===== src/snsc_pkg.sv =====
package snsc_pkg;

  // ----------------------------------------------------------------
  // serial control bus
  // ----------------------------------------------------------------
  localparam logic [7:0] SNSC_DEV_WRITE = 8'hC0;
  localparam logic [7:0] SNSC_DEV_READ = 8'hC1;

  // ----------------------------------------------------------------
  // register map: index, offset, reset value, writable bits
  // ----------------------------------------------------------------
  localparam int SNSC_NREG = 30;
  localparam logic [15:0] SNSC_SOFT_RESET_OFF = 16'h0103;
  localparam int SNSC_SOFT_RESET_BIT = 0;

  localparam int IX_MODE = 0;
  localparam int IX_FAST = 1;
  localparam int IX_ID_A = 2;
  localparam int IX_ID_B = 3;
  localparam int IX_STBY = 4;
  localparam int IX_SAFE = 5;
  localparam int IX_A_PRE = 6;
  localparam int IX_A_MHI = 7;
  localparam int IX_A_MLO = 8;
  localparam int IX_A_MAIN = 9;
  localparam int IX_A_SER = 10;
  localparam int IX_A_SYS = 11;
  localparam int IX_A_SYSB = 12;
  localparam int IX_A_SYNC = 13;
  localparam int IX_A_BYP = 14;
  localparam int IX_A_LOOP = 15;
  localparam int IX_A_OPT = 16;
  localparam int IX_B_PRE = 17;
  localparam int IX_B_MHI = 18;
  localparam int IX_B_MLO = 19;
  localparam int IX_B_SYS = 20;
  localparam int IX_B_SYSB = 21;
  localparam int IX_B_LOOP = 22;
  localparam int IX_B_BYP = 23;
  localparam int IX_B_SAMP = 24;
  localparam int IX_B_CONV = 25;
  localparam int IX_B_OPT = 26;
  localparam int IX_B_SYNC = 27;
  localparam int IX_A_RST = 28;
  localparam int IX_B_RST = 29;

  typedef logic [SNSC_NREG-1:0][7:0] snsc_bank_t;
  typedef logic [SNSC_NREG-1:0][15:0] snsc_offs_t;

  // the list opens with the highest index so that entry i sits at index i
  localparam snsc_offs_t SNSC_OFFSET = {
    16'h0319, 16'h0318, 16'h0315, 16'h0314, 16'h0313, 16'h0312, 16'h0311, 16'h0310,
    16'h030F, 16'h030E, 16'h030D, 16'h030C, 16'h030B, 16'h030A, 16'h0309, 16'h0308,
    16'h0307, 16'h0306, 16'h0305, 16'h0304, 16'h0303, 16'h0302, 16'h0301, 16'h0300,
    16'h010C, 16'h010B, 16'h0109, 16'h0107, 16'h0106, 16'h0100};
  localparam snsc_bank_t SNSC_RESET = {
    8'h00, 8'h00, 8'h00, 8'h00, 8'h01, 8'h08, 8'h00, 8'h09,
    8'h02, 8'h04, 8'h5A, 8'h00, 8'h04, 8'h00, 8'h09, 8'h00,
    8'h00, 8'h01, 8'h02, 8'h03, 8'h00, 8'h32, 8'h00, 8'h01,
    8'h00, 8'h00, 8'hC0, 8'h20, 8'h01, 8'h00};
  localparam snsc_bank_t SNSC_WMASK = {
    8'h01, 8'h01, 8'h01, 8'h01, 8'h0F, 8'h0F, 8'h01, 8'hFF,
    8'h0F, 8'h07, 8'hFF, 8'h03, 8'h07, 8'h01, 8'hFF, 8'h01,
    8'h01, 8'h01, 8'h03, 8'h03, 8'h0F, 8'hFF, 8'h03, 8'h07,
    8'h01, 8'h01, 8'hFF, 8'hFF, 8'h01, 8'h01};

  // ----------------------------------------------------------------
  // field positions
  // ----------------------------------------------------------------
  localparam int LOOP_PREC_LSB = 6;
  localparam int LOOP_REF_LSB = 4;
  localparam int LOOP_LOCK_BIT = 3;
  localparam int LOOP_CP_LSB = 0;
  localparam int CTRL_BIT = 0;

  // ----------------------------------------------------------------
  // carriers
  // ----------------------------------------------------------------
  typedef struct packed {
    logic [2:0] pll_a_pre_divide;
    logic [9:0] pll_a_multiplier;
    logic [3:0] pll_a_main_divide;
    logic [1:0] pll_a_serial_divide;
    logic [1:0] pll_a_sys_divide;
    logic pll_a_sys_divide_b;
    logic pll_a_divider_sync_reset;
    logic pll_a_bypass;
    logic [1:0] precision;
    logic [1:0] ref_count;
    logic pll_a_lock_detect_enable;
    logic [2:0] pll_a_charge_pump;
    logic pll_a_predivide_option;
    logic pll_a_reset_out;
  } snsc_pll_a_t;

  typedef struct packed {
    logic [2:0] pll_b_pre_divide;
    logic [9:0] pll_b_multiplier;
    logic [2:0] pll_b_sys_divide;
    logic [3:0] sys_divide_b;
    logic [3:0] pll_b_sampler_divide;
    logic [3:0] pll_b_converter_divide;
    logic pll_b_bypass;
    logic [1:0] precision;
    logic [1:0] ref_count;
    logic pll_b_lock_detect_enable;
    logic [2:0] pll_b_charge_pump;
    logic predivide_option;
    logic divider_sync_reset;
    logic pll_b_reset_out;
  } snsc_pll_b_t;

  typedef struct packed {
    logic stream_on;
    logic standby_truncate;
    logic standby_request;
    logic safe_mode;
    logic soft_reset_bit;
    logic [7:0] slave_id_a;
    logic [7:0] slave_id_b;
  } snsc_sys_t;

  typedef enum logic [5:0] {
    ST_IDLE = 6'h01,
    ST_DEV = 6'h02,
    ST_SUBHI = 6'h04,
    ST_SUBLO = 6'h08,
    ST_WDATA = 6'h10,
    ST_RDATA = 6'h20
  } snsc_state_t;

endpackage


===== src/snsc_regs.sv =====
`timescale 1ns/1ns
module snsc_regs
  import snsc_pkg::*;
(
  input wire logic clk,
  input wire logic reset,
  input wire logic ce,
  input wire logic scl_in,
  input wire logic sda_in,
  output logic sda_out,
  output logic sda_oe,
  input wire logic frame_busy,
  output snsc_sys_t sys_ctrl,
  output snsc_pll_a_t pll_a_cfg,
  output snsc_pll_b_t pll_b_cfg
);

  // ----------------------------------------------------------------
  // state
  // ----------------------------------------------------------------
  typedef struct packed {
    snsc_state_t st;
    logic [3:0] bitcnt;
    logic [7:0] shreg;
    logic [15:0] sub;
    logic scl_q;
    logic sda_q;
    logic sda_oe;
    logic streaming;
    logic soft_pulse;
    snsc_bank_t bank;
  } snsc_regs_state_t;

  localparam snsc_regs_state_t STATE_RESET = '{
    st: ST_IDLE, bitcnt: 4'h0, shreg: 8'h00, sub: 16'h0000, scl_q: 1'b1, sda_q: 1'b1,
    sda_oe: 1'b0, streaming: 1'b0, soft_pulse: 1'b0, bank: SNSC_RESET};

  snsc_regs_state_t q_r;
  snsc_regs_state_t q_nxt;

  // reserved and unmapped offsets read as zero
  function automatic logic [7:0] rd_byte(input snsc_bank_t b, input logic [15:0] a);
    logic [7:0] v;
    v = 8'h00;
    for (int i = 0; i < SNSC_NREG; i++) begin
      if (SNSC_OFFSET[i] == a) begin
        v = b[i];
      end
    end
    return v;
  endfunction

  // ----------------------------------------------------------------
  // next state
  // ----------------------------------------------------------------
  always_comb begin
    logic rise;
    logic fall;
    logic start_c;
    logic stop_c;
    logic [7:0] rb;
    q_nxt = q_r;
    rise = scl_in & ~q_r.scl_q;
    fall = ~scl_in & q_r.scl_q;
    start_c = scl_in & q_r.scl_q & q_r.sda_q & ~sda_in;
    stop_c = scl_in & q_r.scl_q & ~q_r.sda_q & sda_in;
    rb = 8'h00;
    q_nxt.scl_q = scl_in;
    q_nxt.sda_q = sda_in;
    q_nxt.soft_pulse = 1'b0;

    if (start_c) begin
      q_nxt.st = ST_DEV;
      q_nxt.bitcnt = 4'h0;
      q_nxt.sda_oe = 1'b0;
    end else if (stop_c) begin
      q_nxt.st = ST_IDLE;
      q_nxt.sda_oe = 1'b0;
    end else if (q_r.st != ST_IDLE) begin
      if (rise) begin
        if (q_r.bitcnt < 4'h8) begin
          if (q_r.st != ST_RDATA) begin
            q_nxt.shreg = {q_r.shreg[6:0], sda_in};
          end
          q_nxt.bitcnt = q_r.bitcnt + 4'h1;
        end else if (q_r.st == ST_RDATA && q_r.bitcnt == 4'h8) begin
          if (sda_in) begin
            q_nxt.st = ST_IDLE;
          end else begin
            q_nxt.sub = q_r.sub + 16'h0001;
            q_nxt.bitcnt = 4'h9;
          end
        end
      end else if (fall) begin
        if (q_r.st == ST_RDATA) begin
          if (q_r.bitcnt == 4'h9) begin
            rb = rd_byte(q_r.bank, q_r.sub);
            q_nxt.shreg = rb;
            q_nxt.sda_oe = ~rb[7];
            q_nxt.bitcnt = 4'h0;
          end else if (q_r.bitcnt == 4'h8) begin
            q_nxt.sda_oe = 1'b0;
          end else if (q_r.bitcnt != 4'h0) begin
            q_nxt.shreg = {q_r.shreg[6:0], 1'b0};
            q_nxt.sda_oe = ~q_r.shreg[6];
          end
        end else if (q_r.bitcnt == 4'h9) begin
          q_nxt.sda_oe = 1'b0;
          q_nxt.bitcnt = 4'h0;
        end else if (q_r.bitcnt == 4'h8) begin
          q_nxt.bitcnt = 4'h9;
          q_nxt.sda_oe = 1'b1;
          case (q_r.st)
            ST_DEV: begin
              if (q_r.shreg == SNSC_DEV_WRITE) begin
                q_nxt.st = ST_SUBHI;
              end else if (q_r.shreg == SNSC_DEV_READ) begin
                q_nxt.st = ST_RDATA;
                q_nxt.bitcnt = 4'h9;
              end else begin
                q_nxt.st = ST_IDLE;
                q_nxt.sda_oe = 1'b0;
              end
            end
            ST_SUBHI: begin
              q_nxt.sub[15:8] = q_r.shreg;
              q_nxt.st = ST_SUBLO;
            end
            ST_SUBLO: begin
              q_nxt.sub[7:0] = q_r.shreg;
              q_nxt.st = ST_WDATA;
            end
            ST_WDATA: begin
              q_nxt.sub = q_r.sub + 16'h0001;
              if (q_r.sub == SNSC_SOFT_RESET_OFF && q_r.shreg[SNSC_SOFT_RESET_BIT]) begin
                q_nxt.bank = SNSC_RESET;
                q_nxt.streaming = 1'b0;
                q_nxt.soft_pulse = 1'b1;
              end else begin
                for (int i = 0; i < SNSC_NREG; i++) begin
                  if (SNSC_OFFSET[i] == q_r.sub) begin
                    q_nxt.bank[i] = q_r.shreg & SNSC_WMASK[i];
                  end
                end
              end
            end
            default: begin
              q_nxt.st = ST_IDLE;
              q_nxt.sda_oe = 1'b0;
            end
          endcase
        end
      end
    end

    // a pending standby request takes the mode bit down
    if (q_r.bank[IX_STBY][CTRL_BIT]) begin
      q_nxt.bank[IX_MODE][CTRL_BIT] = 1'b0;
    end
    // streaming starts at once; leaving it waits for the frame unless fast
    // a soft reset wins over a mode bit that is still set in the old bank
    if (q_nxt.soft_pulse) begin
      q_nxt.streaming = 1'b0;
    end else if (q_r.bank[IX_MODE][CTRL_BIT] && !q_r.bank[IX_STBY][CTRL_BIT]) begin
      q_nxt.streaming = 1'b1;
    end else if (q_r.bank[IX_FAST][CTRL_BIT] || !frame_busy) begin
      q_nxt.streaming = 1'b0;
    end
  end

  // ----------------------------------------------------------------
  // register
  // ----------------------------------------------------------------
  always_ff @(posedge clk) begin
    if (reset) begin
      q_r <= STATE_RESET;
    end else if (ce) begin
      q_r <= q_nxt;
    end
  end

  // ----------------------------------------------------------------
  // outputs, all slices of flip-flops except sda_out, which is tied to 0
  // ----------------------------------------------------------------
  assign sda_out = 1'b0;
  assign sda_oe = q_r.sda_oe;

  assign sys_ctrl.stream_on = q_r.streaming;
  assign sys_ctrl.standby_truncate = q_r.bank[IX_FAST][CTRL_BIT];
  assign sys_ctrl.standby_request = q_r.bank[IX_STBY][CTRL_BIT];
  assign sys_ctrl.safe_mode = q_r.bank[IX_SAFE][CTRL_BIT];
  assign sys_ctrl.soft_reset_bit = q_r.soft_pulse;
  assign sys_ctrl.slave_id_a = q_r.bank[IX_ID_A];
  assign sys_ctrl.slave_id_b = q_r.bank[IX_ID_B];

  assign pll_a_cfg.pll_a_pre_divide = q_r.bank[IX_A_PRE][2:0];
  assign pll_a_cfg.pll_a_multiplier = {q_r.bank[IX_A_MHI][1:0], q_r.bank[IX_A_MLO]};
  assign pll_a_cfg.pll_a_main_divide = q_r.bank[IX_A_MAIN][3:0];
  assign pll_a_cfg.pll_a_serial_divide = q_r.bank[IX_A_SER][1:0];
  assign pll_a_cfg.pll_a_sys_divide = q_r.bank[IX_A_SYS][1:0];
  assign pll_a_cfg.pll_a_sys_divide_b = q_r.bank[IX_A_SYSB][CTRL_BIT];
  assign pll_a_cfg.pll_a_divider_sync_reset = q_r.bank[IX_A_SYNC][CTRL_BIT];
  assign pll_a_cfg.pll_a_bypass = q_r.bank[IX_A_BYP][CTRL_BIT];
  assign pll_a_cfg.precision = q_r.bank[IX_A_LOOP][LOOP_PREC_LSB +: 2];
  assign pll_a_cfg.ref_count = q_r.bank[IX_A_LOOP][LOOP_REF_LSB +: 2];
  assign pll_a_cfg.pll_a_lock_detect_enable = q_r.bank[IX_A_LOOP][LOOP_LOCK_BIT];
  assign pll_a_cfg.pll_a_charge_pump = q_r.bank[IX_A_LOOP][LOOP_CP_LSB +: 3];
  assign pll_a_cfg.pll_a_predivide_option = q_r.bank[IX_A_OPT][CTRL_BIT];
  assign pll_a_cfg.pll_a_reset_out = q_r.bank[IX_A_RST][CTRL_BIT];

  assign pll_b_cfg.pll_b_pre_divide = q_r.bank[IX_B_PRE][2:0];
  assign pll_b_cfg.pll_b_multiplier = {q_r.bank[IX_B_MHI][1:0], q_r.bank[IX_B_MLO]};
  assign pll_b_cfg.pll_b_sys_divide = q_r.bank[IX_B_SYS][2:0];
  assign pll_b_cfg.sys_divide_b = q_r.bank[IX_B_SYSB][3:0];
  assign pll_b_cfg.pll_b_sampler_divide = q_r.bank[IX_B_SAMP][3:0];
  assign pll_b_cfg.pll_b_converter_divide = q_r.bank[IX_B_CONV][3:0];
  assign pll_b_cfg.pll_b_bypass = q_r.bank[IX_B_BYP][CTRL_BIT];
  assign pll_b_cfg.precision = q_r.bank[IX_B_LOOP][LOOP_PREC_LSB +: 2];
  assign pll_b_cfg.ref_count = q_r.bank[IX_B_LOOP][LOOP_REF_LSB +: 2];
  assign pll_b_cfg.pll_b_lock_detect_enable = q_r.bank[IX_B_LOOP][LOOP_LOCK_BIT];
  assign pll_b_cfg.pll_b_charge_pump = q_r.bank[IX_B_LOOP][LOOP_CP_LSB +: 3];
  assign pll_b_cfg.predivide_option = q_r.bank[IX_B_OPT][CTRL_BIT];
  assign pll_b_cfg.divider_sync_reset = q_r.bank[IX_B_SYNC][CTRL_BIT];
  assign pll_b_cfg.pll_b_reset_out = q_r.bank[IX_B_RST][CTRL_BIT];

endmodule // snsc_regs


===== config.mk =====
export PLATFORM = sky130hd
export DESIGN_NAME = snsc_regs
export DESIGN_NICKNAME = d
export VERILOG_FILES = /design/src/snsc_pkg.sv /design/src/snsc_regs.sv
export SDC_FILE = /design/constraint.sdc
export NUM_CORES = 1
export LEC_CHECK = 0
export ABC_AREA = 1
export BUFFER_PORTS_ARGS = -buffer_cell sky130_fd_sc_hd__buf_2
export CAP_MARGIN = 5
export CELL_PAD_IN_SITES_DETAIL_PLACEMENT = 0
export CELL_PAD_IN_SITES_GLOBAL_PLACEMENT = 1
export CORE_MARGIN = 2
export CORE_UTILIZATION = 35
export CTS_BUF_LIST = sky130_fd_sc_hd__clkbuf_2 sky130_fd_sc_hd__clkbuf_4 sky130_fd_sc_hd__clkbuf_8
export DETAILED_ROUTE_END_ITERATION = 8
export PLACE_DENSITY_LB_ADDON = 0.05
export SYNTH_ARGS = -nofsm -noshare
export SYNTH_HDL_FRONTEND = slang
export SYNTH_SLANG_ARGS = --single-unit

===== constraint.sdc =====
create_clock -name clk -period 5.4 [get_ports clk]
set_input_delay 0.54 -clock clk [delete_from_list [all_inputs] [get_ports clk]]
set_output_delay 0.54 -clock clk [all_outputs]
set_load 0.005 [all_outputs]

# Yosys cells after proc, flatten, opt, wreduce, memory -nomap -nowiden
# Cells that the tools add are included.
# word_totals
reg_bits	279
input_bits	6
output_inout_bits	97
# op_classes
addsub	2
n_lt_le_gt_ge	1
n_eq_ne	71
muxes	126
n_bitwise	18
n_reduce_logical	101
# op_table
op	n
two-way mux 242 bit	5
two-way mux 243 bit	4
two-way mux 8 bit	73
== test 10 x 16 -> 1 bit (first input constant)	24
AND reduction 11 bit	32
two-way mux 240 bit	1
two-way mux 34 bit	3
== test 9 x 16 -> 1 bit (first input constant)	6
two-way mux 16 bit	6
nonzero test 2 bit	38
two-way mux 6 bit	7
nonzero test 4 bit	9
case mux 8 bit (2 select lines)	2
two-way mux 10 bit	3
two-way mux 28 bit	1
inequality test 4 x 2 -> 1 bit (second input constant)	7
case mux 6 bit (4 select lines)	1
AND reduction 12 bit	2
nonzero test 3 bit	7
two-way mux 4 bit	5
inequality test 2 bit (second input constant)	10
AND reduction 10 bit	2
adder 16 x 1 -> 16 bit (second input constant)	1
== test 16 x 9 -> 1 bit (second input constant)	1
29 further kinds	69

# Depth between registers and ports, before layout
# Gate-level depths: netlist of the first run.
# logic_depth
word_depth	49
ltp_mapped	35
depth_no_buf	35

# Least setup slack after synthesis of the first run
# Ideal clock, no wire load.
# synth_timing
path_kind	reg-to-reg
start	register q_r[252] in the netlist's numbering
end	register q_r[261] in the netlist's numbering
setup_ps	122
arrival_time_ps	2306
required_time_ps	5278
path_slack_ps	2972
path_stages_with_launch	33
path_buffers	0
synth_period_minus_slack_ps	2428
cell_sequence	dfxtp_1 > nor2_2 > nand3_4 > nor2_1 > nand2_1 > a21oi_2 > o21ai_2 > nand2_1 > nand3_1 > nand2_1 > nand2_1 > nand2_1 > nand2_1 > nand2_1 > nand2_1 > nand2_1 > nand2_1 > nand2_1 > nand2_1 > nand2_1 > nand2_1 > nand2_1 > nand2_1 > nand2_1 > nand3_1 > nand2_1 > nand2_1 > nand2_1 > nand2_1 > nand2_1 > nand3_1 > nand2_1 > a21oi_2
# synth_via
elab_chain_cells	42
# synth_lines
item	line_no	source
start: declaration	snsc_regs.sv:38	snsc_regs_state_t q_r;
start signal: assignment	snsc_regs.sv:178	q_r <= q_nxt;
== test 9 x 16 -> 1 bit	snsc_regs.sv:46	if (SNSC_OFFSET[i] == a) begin
two-way mux 8 bit (29 in series)	snsc_regs.sv:46	
two-way mux 8 bit *	snsc_regs.sv:46	
two-way mux 8 bit *	snsc_regs.sv:96	if (q_r.bitcnt == 4'h9) begin
two-way mux 8 bit *	snsc_regs.sv:95	if (q_r.st == ST_RDATA) begin
two-way mux 8 bit *	snsc_regs.sv:94	end else if (fall) begin
two-way mux 8 bit *	snsc_regs.sv:80	if (rise) begin
two-way mux 8 bit *	snsc_regs.sv:79	end else if (q_r.st != ST_IDLE) begin
two-way mux 8 bit *	snsc_regs.sv:76	end else if (stop_c) begin
two-way mux 8 bit *	snsc_regs.sv:72	if (start_c) begin
two-way mux 8 bit *	snsc_regs.sv:96	
two-way mux 8 bit *	snsc_regs.sv:95	
two-way mux 34 bit *	snsc_regs.sv:94	
two-way mux 34 bit *	snsc_regs.sv:80	
# Mark *: on every way between the ends. The rest lies on a longest branch, timed or not. The select of a mux whose other input is x is not followed.
# A chain may end at the register's enable or synchronous reset.

# Worst setup path in the final report of the first run
# layout_timing
start	register q_r[249] in the netlist's numbering
end	register q_r, in the netlist sda_oe
# layout_via
elab_chain_cells	46
# layout_lines
item	line_no	source
== test 9 x 16 -> 1 bit	snsc_regs.sv:46	
two-way mux 8 bit (29 in series)	snsc_regs.sv:46	
two-way mux 8 bit *	snsc_regs.sv:46	
two-way mux 8 bit *	snsc_regs.sv:96	
two-way mux 8 bit *	snsc_regs.sv:95	
two-way mux 8 bit *	snsc_regs.sv:94	
two-way mux 8 bit *	snsc_regs.sv:80	
two-way mux 8 bit *	snsc_regs.sv:79	
(+2 left out)	n/a	
inverter 1 bit *	snsc_regs.sv:99	q_nxt.sda_oe = ~rb[7];
two-way mux 1 bit *	snsc_regs.sv:96	
two-way mux 1 bit *	snsc_regs.sv:95	
two-way mux 243 bit *	snsc_regs.sv:94	
two-way mux 243 bit *	snsc_regs.sv:80	
two-way mux 243 bit *	snsc_regs.sv:79	
two-way mux 1 bit *	snsc_regs.sv:76	
two-way mux 1 bit *	snsc_regs.sv:72	
# Marked as above.

==> impl_metrics.toml, run 1 <==
[clocking]
cts_resized = 0
worstSkewPairLatency_ns = 0.46
htree_num_levels = 4
cts.clk_slew.worst_paths_ns = 0.09
clk_buf_depth = 2
cell_at_the_root_of_the_clock_tree = "clkbuf_8"
cts_tree = "built"
cts_inserted_buffers = 17
clock_sink_count = 133
post_cts.repair.setup_buffers = 0
holdBufCountCts = 0

[worst_setup_path]
critical_path.n_buffers_inverters = 4
maximum_fanout_along_the_worst_path = 16
cp-end-kind = "flip-flop"
cpLargestDelayFamily = "compound AO/OA/AOI/OAI gates"
critical_path_arrival_ns = 3.65
cp_num_cells = 18
cp_slowest_cell = "dfxtp_1"
cp_cell_sequence = "inv_2 -> nand3_4 -> inv_2 -> nand2_4 -> inv_2 -> nand2_2 -> inv_1 -> nor2_1 -> nand2_1 -> o21ai_0 -> a32o_1 -> a22oi_1 -> o41ai_1 -> nand2_1 -> o211ai_1 -> o21ai_1 -> nand2_1 -> a21oi_1"
worstSetupStartpointType = "flip-flop"
crit_type = "flip-flop to flip-flop"
crit_required_ns = 5.72
r2r_cells = 18
cpPeakStageDelay_ns = 0.41

[layout]
n_antenna_cell = 0
nets_final = 1213
layout-drive-gt1-share_pct = 15.37
area.growth.synth_to_final_pct = 5.410
stdcell_count = 1523
utilization_of_the_core_after_routing_pct = 37.78

[pwr]
power_per_cell_area_mw_per_mm2 = 220.1
internal_power_mw = 1.339
power.static_leakage_nw = 3.830
power.net_switching_uw = 554.8
power_frac_comb_pct = 5.3
power_frac_seq_pct = 52.4
irDropWorstVdd_mv = 0.1090
power.clock.fraction_pct = 42.3
switching_share_pct = 29.30

[floorplan]
design.portCount = 103
placementRows = 55
die_h_um = 156.7
die_width_um = 156.7
core_region_area_sq_mm = 0.02278
die_area_sq_mm = 0.02456
initial_core_util_pct = 35.84

[placement]
placed_cells_incl_taps = 1491
place.detailed.hpwl_mm = 21.19
io_buffer_count = 101
gp_congestion = 0.8519

[drt]
drc_marker_count_from_the_first_detailed_route_iteration = 505
post-route-drc-count = 0
drt-pass1-iter-count = 8
avgViaCountPerCell = 5.065
drtAntennaViolNets = 0
wl_mm = 28.59
route.vias.total = 7714
routed_wire_length_per_instance_um = 18.77

[synthesis]
synthMostInstantiatedCell = "nand2_1"
synth_async_sr_flop_share_pct = 0
synth.distinct_cells = 52
synth.top_cell.area_share_pct = 32.61
ys.warnings.count = 0
synth_common_cells = "nand2_1 (194), inv_1 (165), dfxtp_1 (133), o21ai_0 (122), nor2_1 (99)"
synth.ff_latch_count = 133
postSynthNetCount = 1218
syn-mean-instance-area_sq_um = 6.792
yosys_most_used_dff = "dfxtp_1"
mappedNetlistArea_sq_mm = 0.008164
syn_inst = 1202
synth-seq-area-share_pct = 32.61
synth_top_cells_by_area = "dfxtp_1 (33%), buf_4 (8.9%), nand2_1 (8.9%), inv_1 (7.6%), o21ai_0 (7.5%)"
synth.largest_area_cell = "dfxtp_1"
synth_edf_count = 0

[global_route]
grt_util_met3_pct = 3.683
gr-max-usage-layer = "met2"
global_route.usage.met2_pct = 38.70
antenna_found_initial = 0
grt_start_max_net_pins = 50
vias_in_the_first_global_route = 7183
grt_overflow = 0
grt.met1_usage_pct = 32.19
grt_pass1_wl_mm = 43.28
grt_resource_usage_total_pct = 23.43

[outcome]
run_status = "finished clean"

[sta]
tightest_slew_ns = 0.8797
setup_viol = 0
report.final.hold_viol_count = 0
fin_setup_tns_ns = 0
rsz0062_at_grt = "no"
report.final.slew_viol_count = 0
period_share_pct = 61.67
finClkSkew_ns = 0.01541
period_minus_slack_ns = 3.330
fmax_mhz = 300.3
relSlewSlack_pct = 41.21

[min_path]
whs_path_depth = 3
worstHoldPathType = "input pin to flip-flop"

[job]
max-cap-violations = 0
tightest hold or removal path, stage by stage:
cell and delay [ns]:
buf_2 0.13, a21oi_1 0.07, o21ai_0 0.06
metal layers:
metal | share of wire (%) | routed length, um
met1 | 48 | 13610
met2 | 47 | 13410
met3 | 4.5 | 1299
met4 | 0.97 | 276
met5 | 0 | 0
sequential cells by signal, summed over array words and instances (netlist names):
signal     cells
sda_oe         1
pll_a_cfg     34
pll_b_cfg     40
sys_ctrl      21
q_r           37
cell usage in the layout (no fill, tap or decap), types with 2 or more instances in the layout:
master,count
inv_6,5
a22o_1,6
clkbuf_8,17
clkinv_1,6
a221oi_1,11
xnor2_1,2
o21ai_0,122
nor2_4,6
a311oi_1,3
nand4_1,7
nor3_2,3
clkinv_4,3
a32o_1,3
a211oi_1,26
o21ai_2,2
clkinv_2,2
nand3_1,39
a31oi_1,5
a22oi_1,2
a21oi_2,2
buf_2,101
nor2_2,6
nand2_1,194
nand2_2,4
inv_1,164
nor3_1,28
clkinvlp_4,5
inv_2,14
o211ai_1,39
a21oi_1,92
dfxtp_1,133
nor4_1,9
nor2_1,99
o21ai_1,8
xor2_1,5
or2_2,4
buf_4,6
ha_1,10
cell type report:
type                            instances  area, sq um
Inverter                              185        695.7
Clock buffer                           17        234.0
Clock inverter                         15        123.9
Timing Repair Buffer                  107        550.5
Sequential cell                       133         2663
Tap cell                              313        391.6
Fill cell                            2524        14170
Multi-Input combinational cell        753         3948
final timing paths:
check | to | slack [ns] | startpoint
max | sda_oe$_SDFFE_PP0P_ | 2.07 | q_r[249]$_SDFFE_PP0P_
min | q_r[244]$_SDFFE_PP1P_ | 0.37 | scl_in
max reg2reg | sda_oe$_SDFFE_PP0P_ | 2.07 | q_r[249]$_SDFFE_PP0P_
min reg2reg | pll_b_cfg[1]$_SDFFE_PP0P_ | 0.47 | pll_b_cfg[1]$_SDFFE_PP0P_
cells by family after synthesis:
family	after synthesis	synth area share, %
buffers and inverters	316	19.10
AND/OR/NAND/NOR	406	22.01
AO/OA/AOI/OAI	329	23.95
adder cells (fa/ha/maj)	10	1.533
other	1	0.04593
XOR/XNOR	7	0.7510
flip-flops	133	32.61
through the flow:
stage	setup WS (ns)	hold WS, ns	cell area, sq um	total power [mW]
4_1_cts	2.129	0.3393	8606	1.918
3_3_place_gp	2.130	0.4604	8248	1.119
6_report	2.070	0.3720	8606	1.894
3_5_place_dp	2.133	0.4675	8248	1.117
2_1_floorplan	2.972	0.4340	8164	1.083
5_1_grt	1.726	0.3801	8606	1.971
power by group through the flow:
stage          clock network, mW  logic [mW]  registers (mW)
3_3_place_gp                   0       0.104            1.02
2_1_floorplan                  0      0.0694            1.01
5_1_grt                    0.863       0.115           0.994
3_5_place_dp                   0       0.102            1.02
6_report                   0.800       0.101           0.992
4_1_cts                    0.823       0.102           0.992
(Power assumes the default switching activity.)
==> inputs of run 2 (changes only) <==
- clock period: 5.4 -> 2.8 ns (I/O delays scaled with it)
==> impl_metrics.toml, run 2 (synthesized netlist as in run 1, its figures left out) <==
[sta]
whs_ns = 0.07935
report.final.slew_viol_count = 0
period_share_pct = 101.4
rsz0062_at_grt = "yes"
report.final.hold_viol_count = 0
tightest_slew_ns = 0.8097
finClkSkew_ns = 0.01629
period_minus_slack_ns = 2.839
relSlewSlack_pct = 45.96
fmax_mhz = 352.2
setup_ws_ns = -0.03947
setup_viol = 2

[clocking]
clk_buf_depth = 2
cts_inserted_buffers = 17
cts_tree = "built"
holdBufCountCts = 0
htree_num_levels = 4
cts.clk_slew.worst_paths_ns = 0.09
cell_at_the_root_of_the_clock_tree = "clkbuf_8"
worstSkewPairLatency_ns = 0.47
clock_sink_count = 133

[placement]
place.detailed.hpwl_mm = 22.43
gp_congestion = 0.9073
placed_area_sq_mm = 0.009128
io_buffer_count = 101
dp_slack_ns = -0.2296

[worst_setup_path]
cpPeakStageDelay_ns = 0.39
crit_required_ns = 3.16
crit_type = "flip-flop to flip-flop"
maximum_fanout_along_the_worst_path = 7
worstSetupStartpointType = "flip-flop"
critical_path_arrival_ns = 3.20
cpLargestDelayFamily = "simple AND/OR/NAND/NOR gates"
cp-end-kind = "flip-flop"
critical_path.n_buffers_inverters = 1
cp_slowest_cell = "dfxtp_4"
worst_path_most_repeated_cell = "nand2_1"

[global_route]
grt_pass1_wl_mm = 45.75
grt_start_max_net_pins = 61
vias_in_the_first_global_route = 7558
grt_resource_usage_total_pct = 24.65
antenna_found_initial = 0
grt_overflow = 0

[floorplan]
core_region_area_sq_mm = 0.02278
die_width_um = 156.7
die_area_sq_mm = 0.02456
design.portCount = 103
placementRows = 55
die_h_um = 156.7
initial_core_util_pct = 35.84

[layout]
final_cell_mix = "nand2_1 (190), inv_1 (158), dfxtp_1 (125)"
layout-drive-gt1-share_pct = 25.79
postLayoutCellArea_sq_mm = 0.009743
nets_final = 1325
most_common_cell_after_layout_fill_and_taps_aside = "nand2_1"
multi_input_area_sq_mm = 0.004136
layout.filler_cells = 2485
sequential_cell_area_sq_mm = 0.002675
number_of_flip_flops_under_the_largest_register_name = 40
n_antenna_cell = 0
area.growth.synth_to_final_pct = 19.34
utilization_of_the_core_after_routing_pct = 42.77

[pwr]
internal_power_mw = 2.691
power.net_switching_mw = 1.068
switching_share_pct = 28.42
power_frac_comb_pct = 5.8
power.static_leakage_nw = 4.460
irDropWorstVdd_mv = 0.2308
power_frac_seq_pct = 50.9
power.clock.fraction_pct = 43.4
power.total_mw = 3.759
power_per_cell_area_mw_per_mm2 = 385.8

[outcome]
run_status = "finished, violations left"
failed_checks = "negative setup slack"

[drt]
wl_mm = 29.66
route.vias.total = 8110
drt-pass1-iter-count = 5
drtAntennaViolNets = 0
post-route-drc-count = 0
drc_marker_count_from_the_first_detailed_route_iteration = 598
routed_wire_length_per_instance_um = 18.14
avgViaCountPerCell = 4.960

[job]
max-cap-violations = 0

[min_path]
worstHoldPathType = "input pin to flip-flop"
-- run 2: cell count changes in the layout (fill, tap and decap cells not counted), moves of 6 or more --
cell     previous run  this run
buf_4               6       112
dfxtp_1           133       125
dfxtp_2             0         7
inv_1             164       158
nor2_4              6        12
o21ai_0           122       116
-- run 2: through the flow --
stage          std cells  setup TNS (ns)
5_1_grt             1635          -1.155
6_report            1635        -0.06959
2_1_floorplan       1202               0
4_1_cts             1633        -0.08687
3_3_place_gp        1600         -0.2733
3_5_place_dp        1600         -0.2902
-- run 2: worst reg2reg max path, delay by kind of cell (launching register included) --
family | cells | cell delay (ns)
flip-flops | 1 | 0.39
adder cells (fa/ha/maj) | 1 | 0.20
AND/OR/NAND/NOR | 31 | 2.06
buffers and inverters | 1 | 0.05
AO/OA/AOI/OAI | 1 | 0.05
-- run 2: cell type report --
class	instances	share of cell area, %
clock buffer	17	2.401
inverter	185	7.230
multi-input combinational	753	42.46
tap	313	4.020
sequential	133	27.46
clock inverter	15	1.477
timing repair buffer	219	14.96
-- run 2: routing by layer --
metal  wire, um  global-route usage (%)
met5          0                       0
met2      13980                   40.54
met1      14320                   34.39
met4        312                   5.548
met3       1056                   3.074
-- run 2: worst paths after layout --
check | slack [ns] | startpoint | cells past startpoint | to
hold reg to reg | 0.47 | pll_b_cfg[1]$_SDFFE_PP0P_ | 2 | pll_b_cfg[1]$_SDFFE_PP0P_
setup reg to reg | -0.04 | q_r[245]$_SDFFE_PP0P_ | 34 | q_r[261]$_SDFFE_PP0P_
hold / removal | 0.08 | scl_in | 3 | q_r[244]$_SDFFE_PP1P_
setup / recovery | -0.04 | q_r[245]$_SDFFE_PP0P_ | 34 | q_r[261]$_SDFFE_PP0P_
-- run 2: power by group through the flow --
stage	clock (mW)	combinational, mW	sequential (mW)
final	1.63	0.216	1.91
after global routing	1.75	0.243	1.92
after floorplan	0	0.134	1.96
after CTS	1.67	0.216	1.91
after global placement	0	0.215	1.96
after detailed placement	0	0.215	1.96
-- run 2: what timing repair did --
action	in CTS	in global routing
gates resized for setup	24	39
buffers inserted	1	2
pin swaps	6	9
setup endpoints to repair	2	19
==> inputs of run 3 (changes only) <==
- CTS_BUF_LIST: sky130_fd_sc_hd__clkbuf_2 sky130_fd_sc_hd__clkbuf_4 sky130_fd_sc_hd__clkbuf_8 -> not set
==> impl_metrics.toml, run 3 (synthesized netlist as in run 1, its figures left out) <==
[sta]
rsz0062_at_grt = "yes"
report.final.slew_viol_count = 0
fin_setup_tns_ns = -0.08386
period_share_pct = 102.5
report.final.hold_viol_count = 0
setup_ws_ns = -0.06864
tightest_slew_ns = 0.7863
relSlewSlack_pct = 47.53
fmax_mhz = 348.6
setup_viol = 2
period_minus_slack_ns = 2.869
whs_ns = 0.1140
finClkSkew_ns = 0.01135

[drt]
drc_marker_count_from_the_first_detailed_route_iteration = 596
drt-pass1-iter-count = 6
route.vias.total = 8071
drtAntennaViolNets = 0
post-route-drc-count = 0
avgViaCountPerCell = 4.939
routed_wire_length_per_instance_um = 18.19
wl_mm = 29.72

[layout]
final_cell_mix = "nand2_1 (190), inv_1 (158), dfxtp_1 (124)"
most_common_cell_after_layout_fill_and_taps_aside = "nand2_1"
layout-drive-gt1-share_pct = 25.74
n_antenna_cell = 0
area.growth.synth_to_final_pct = 21.61
layout.filler_cells = 2452
stdcell_count = 1634
number_of_flip_flops_under_the_largest_register_name = 40
nets_final = 1324

[global_route]
grt_overflow = 0
grt_start_max_net_pins = 61
vias_in_the_first_global_route = 7594
antenna_found_initial = 0
grt_pass1_wl_mm = 45.79
grt_resource_usage_total_pct = 24.72

[min_path]
worstHoldPathType = "input pin to flip-flop"
whs_path_depth = 3

[clocking]
cell_at_the_root_of_the_clock_tree = "clkbuf_16"
htree_num_levels = 4
clock_sink_count = 133
cts.clk_slew.worst_paths_ns = 0.07
holdBufCountCts = 0
cts_inserted_buffers = 17
clk_buf_depth = 2
worstSkewPairLatency_ns = 0.44
cts_tree = "built"

[floorplan]
core_region_area_sq_mm = 0.02278
die_area_sq_mm = 0.02456
die_width_um = 156.7
placementRows = 55
die_h_um = 156.7
initial_core_util_pct = 35.84
design.portCount = 103

[worst_setup_path]
crit_required_ns = 3.12
worstSetupStartpointType = "flip-flop"
cp_slowest_cell = "dfxtp_4"
r2r_cells = 34
r2r_setup_slack_ns = -0.07
maximum_fanout_along_the_worst_path = 6
critical_path_arrival_ns = 3.19
cp_num_cells = 34
cpPeakStageDelay_ns = 0.38
cp-end-kind = "flip-flop"
cpLargestDelayFamily = "simple AND/OR/NAND/NOR gates"
crit_type = "flip-flop to flip-flop"
critical_path.n_buffers_inverters = 1
worst_path_most_repeated_cell = "nand2_1"

[pwr]
power.total_mw = 4.368
power.net_switching_mw = 1.156
power.clock.fraction_pct = 51.2
irDropWorstVdd_mv = 0.3475
internal_power_mw = 3.213
power.static_leakage_nw = 4.544
power_per_cell_area_mw_per_mm2 = 440.0
power_frac_seq_pct = 43.8
power_frac_comb_pct = 5.0
switching_share_pct = 26.45

[placement]
placed_cells_incl_taps = 1600
io_buffer_count = 101
gp_congestion = 0.9073
dp_slack_ns = -0.2296
place.detailed.hpwl_mm = 22.43

[outcome]
failed_checks = "negative setup slack"
run_status = "finished, violations left"

[job]
max-cap-violations = 0
-- run 3: cell types whose count changed in the layout (fill, tap and decap cells not counted), moves of 2 or more --
cell       previous run  this run
clkbuf_16             0        17
clkbuf_8             17         0
o21ai_0             116       118
o21ai_1              12        10
-- run 3: layer usage --
metal	track usage [%]	up-vias	wire, um
met4	5.723	0	369
met2	40.69	174	13830
met1	34.31	3748	14380
met5	0	-	0
met3	3.268	27	1135
li1	-	4122	-
-- run 3: through the flow --
stage                     utilization [%]  instance area [sq um]
after detailed placement            40.07                   9128
final                               43.59                   9928
after global placement              40.07                   9128
after CTS                           42.83                   9757
after floorplan                         -                   8164
after global routing                43.59                   9928
-- run 3: worst paths after layout --
check / start / end
max: q_r[245]$_SDFFE_PP0P_ / q_r[261]$_SDFFE_PP0P_
min: scl_in / q_r[244]$_SDFFE_PP1P_
max reg2reg: q_r[245]$_SDFFE_PP0P_ / q_r[261]$_SDFFE_PP0P_
min reg2reg: pll_b_cfg[1]$_SDFFE_PP0P_ / pll_b_cfg[1]$_SDFFE_PP0P_
-- run 3: repair_timing --
item | CTS | global route
hold endpoints to repair | 0 | 0
gates cloned | 0 | 0
pin swaps | 1 | 14
setup buffers | 0 | 2
setup endpoints to repair | 3 | 16
gates resized for setup | 17 | 44
-- run 3: cell type report --
type,instances,area (sq um),area share [%]
Multi-Input combinational cell,753,4136,41.66
Sequential cell,133,2676,26.96
Timing Repair Buffer,218,1450,14.61
Inverter,185,704.4,7.095
Clock buffer,17,425.4,4.285
Tap cell,313,391.6,3.945
Clock inverter,15,143.9,1.449
-- run 3: power groups by stage --
stage / sequential, mW / clock, mW / combinational, mW
finish: 1.91 / 2.24 / 0.216
global route: 1.92 / 2.36 / 0.243
CTS: 1.91 / 2.28 / 0.216
detailed placement: 1.96 / 0 / 0.215
global placement: 1.96 / 0 / 0.215
floorplan: 1.96 / 0 / 0.134
-- run 3: tightest hold or removal path: cells and delay by family --
kind,cells,cell delay [ns]
AO/OA/AOI/OAI,2,0.12
buffers and inverters,1,0.12
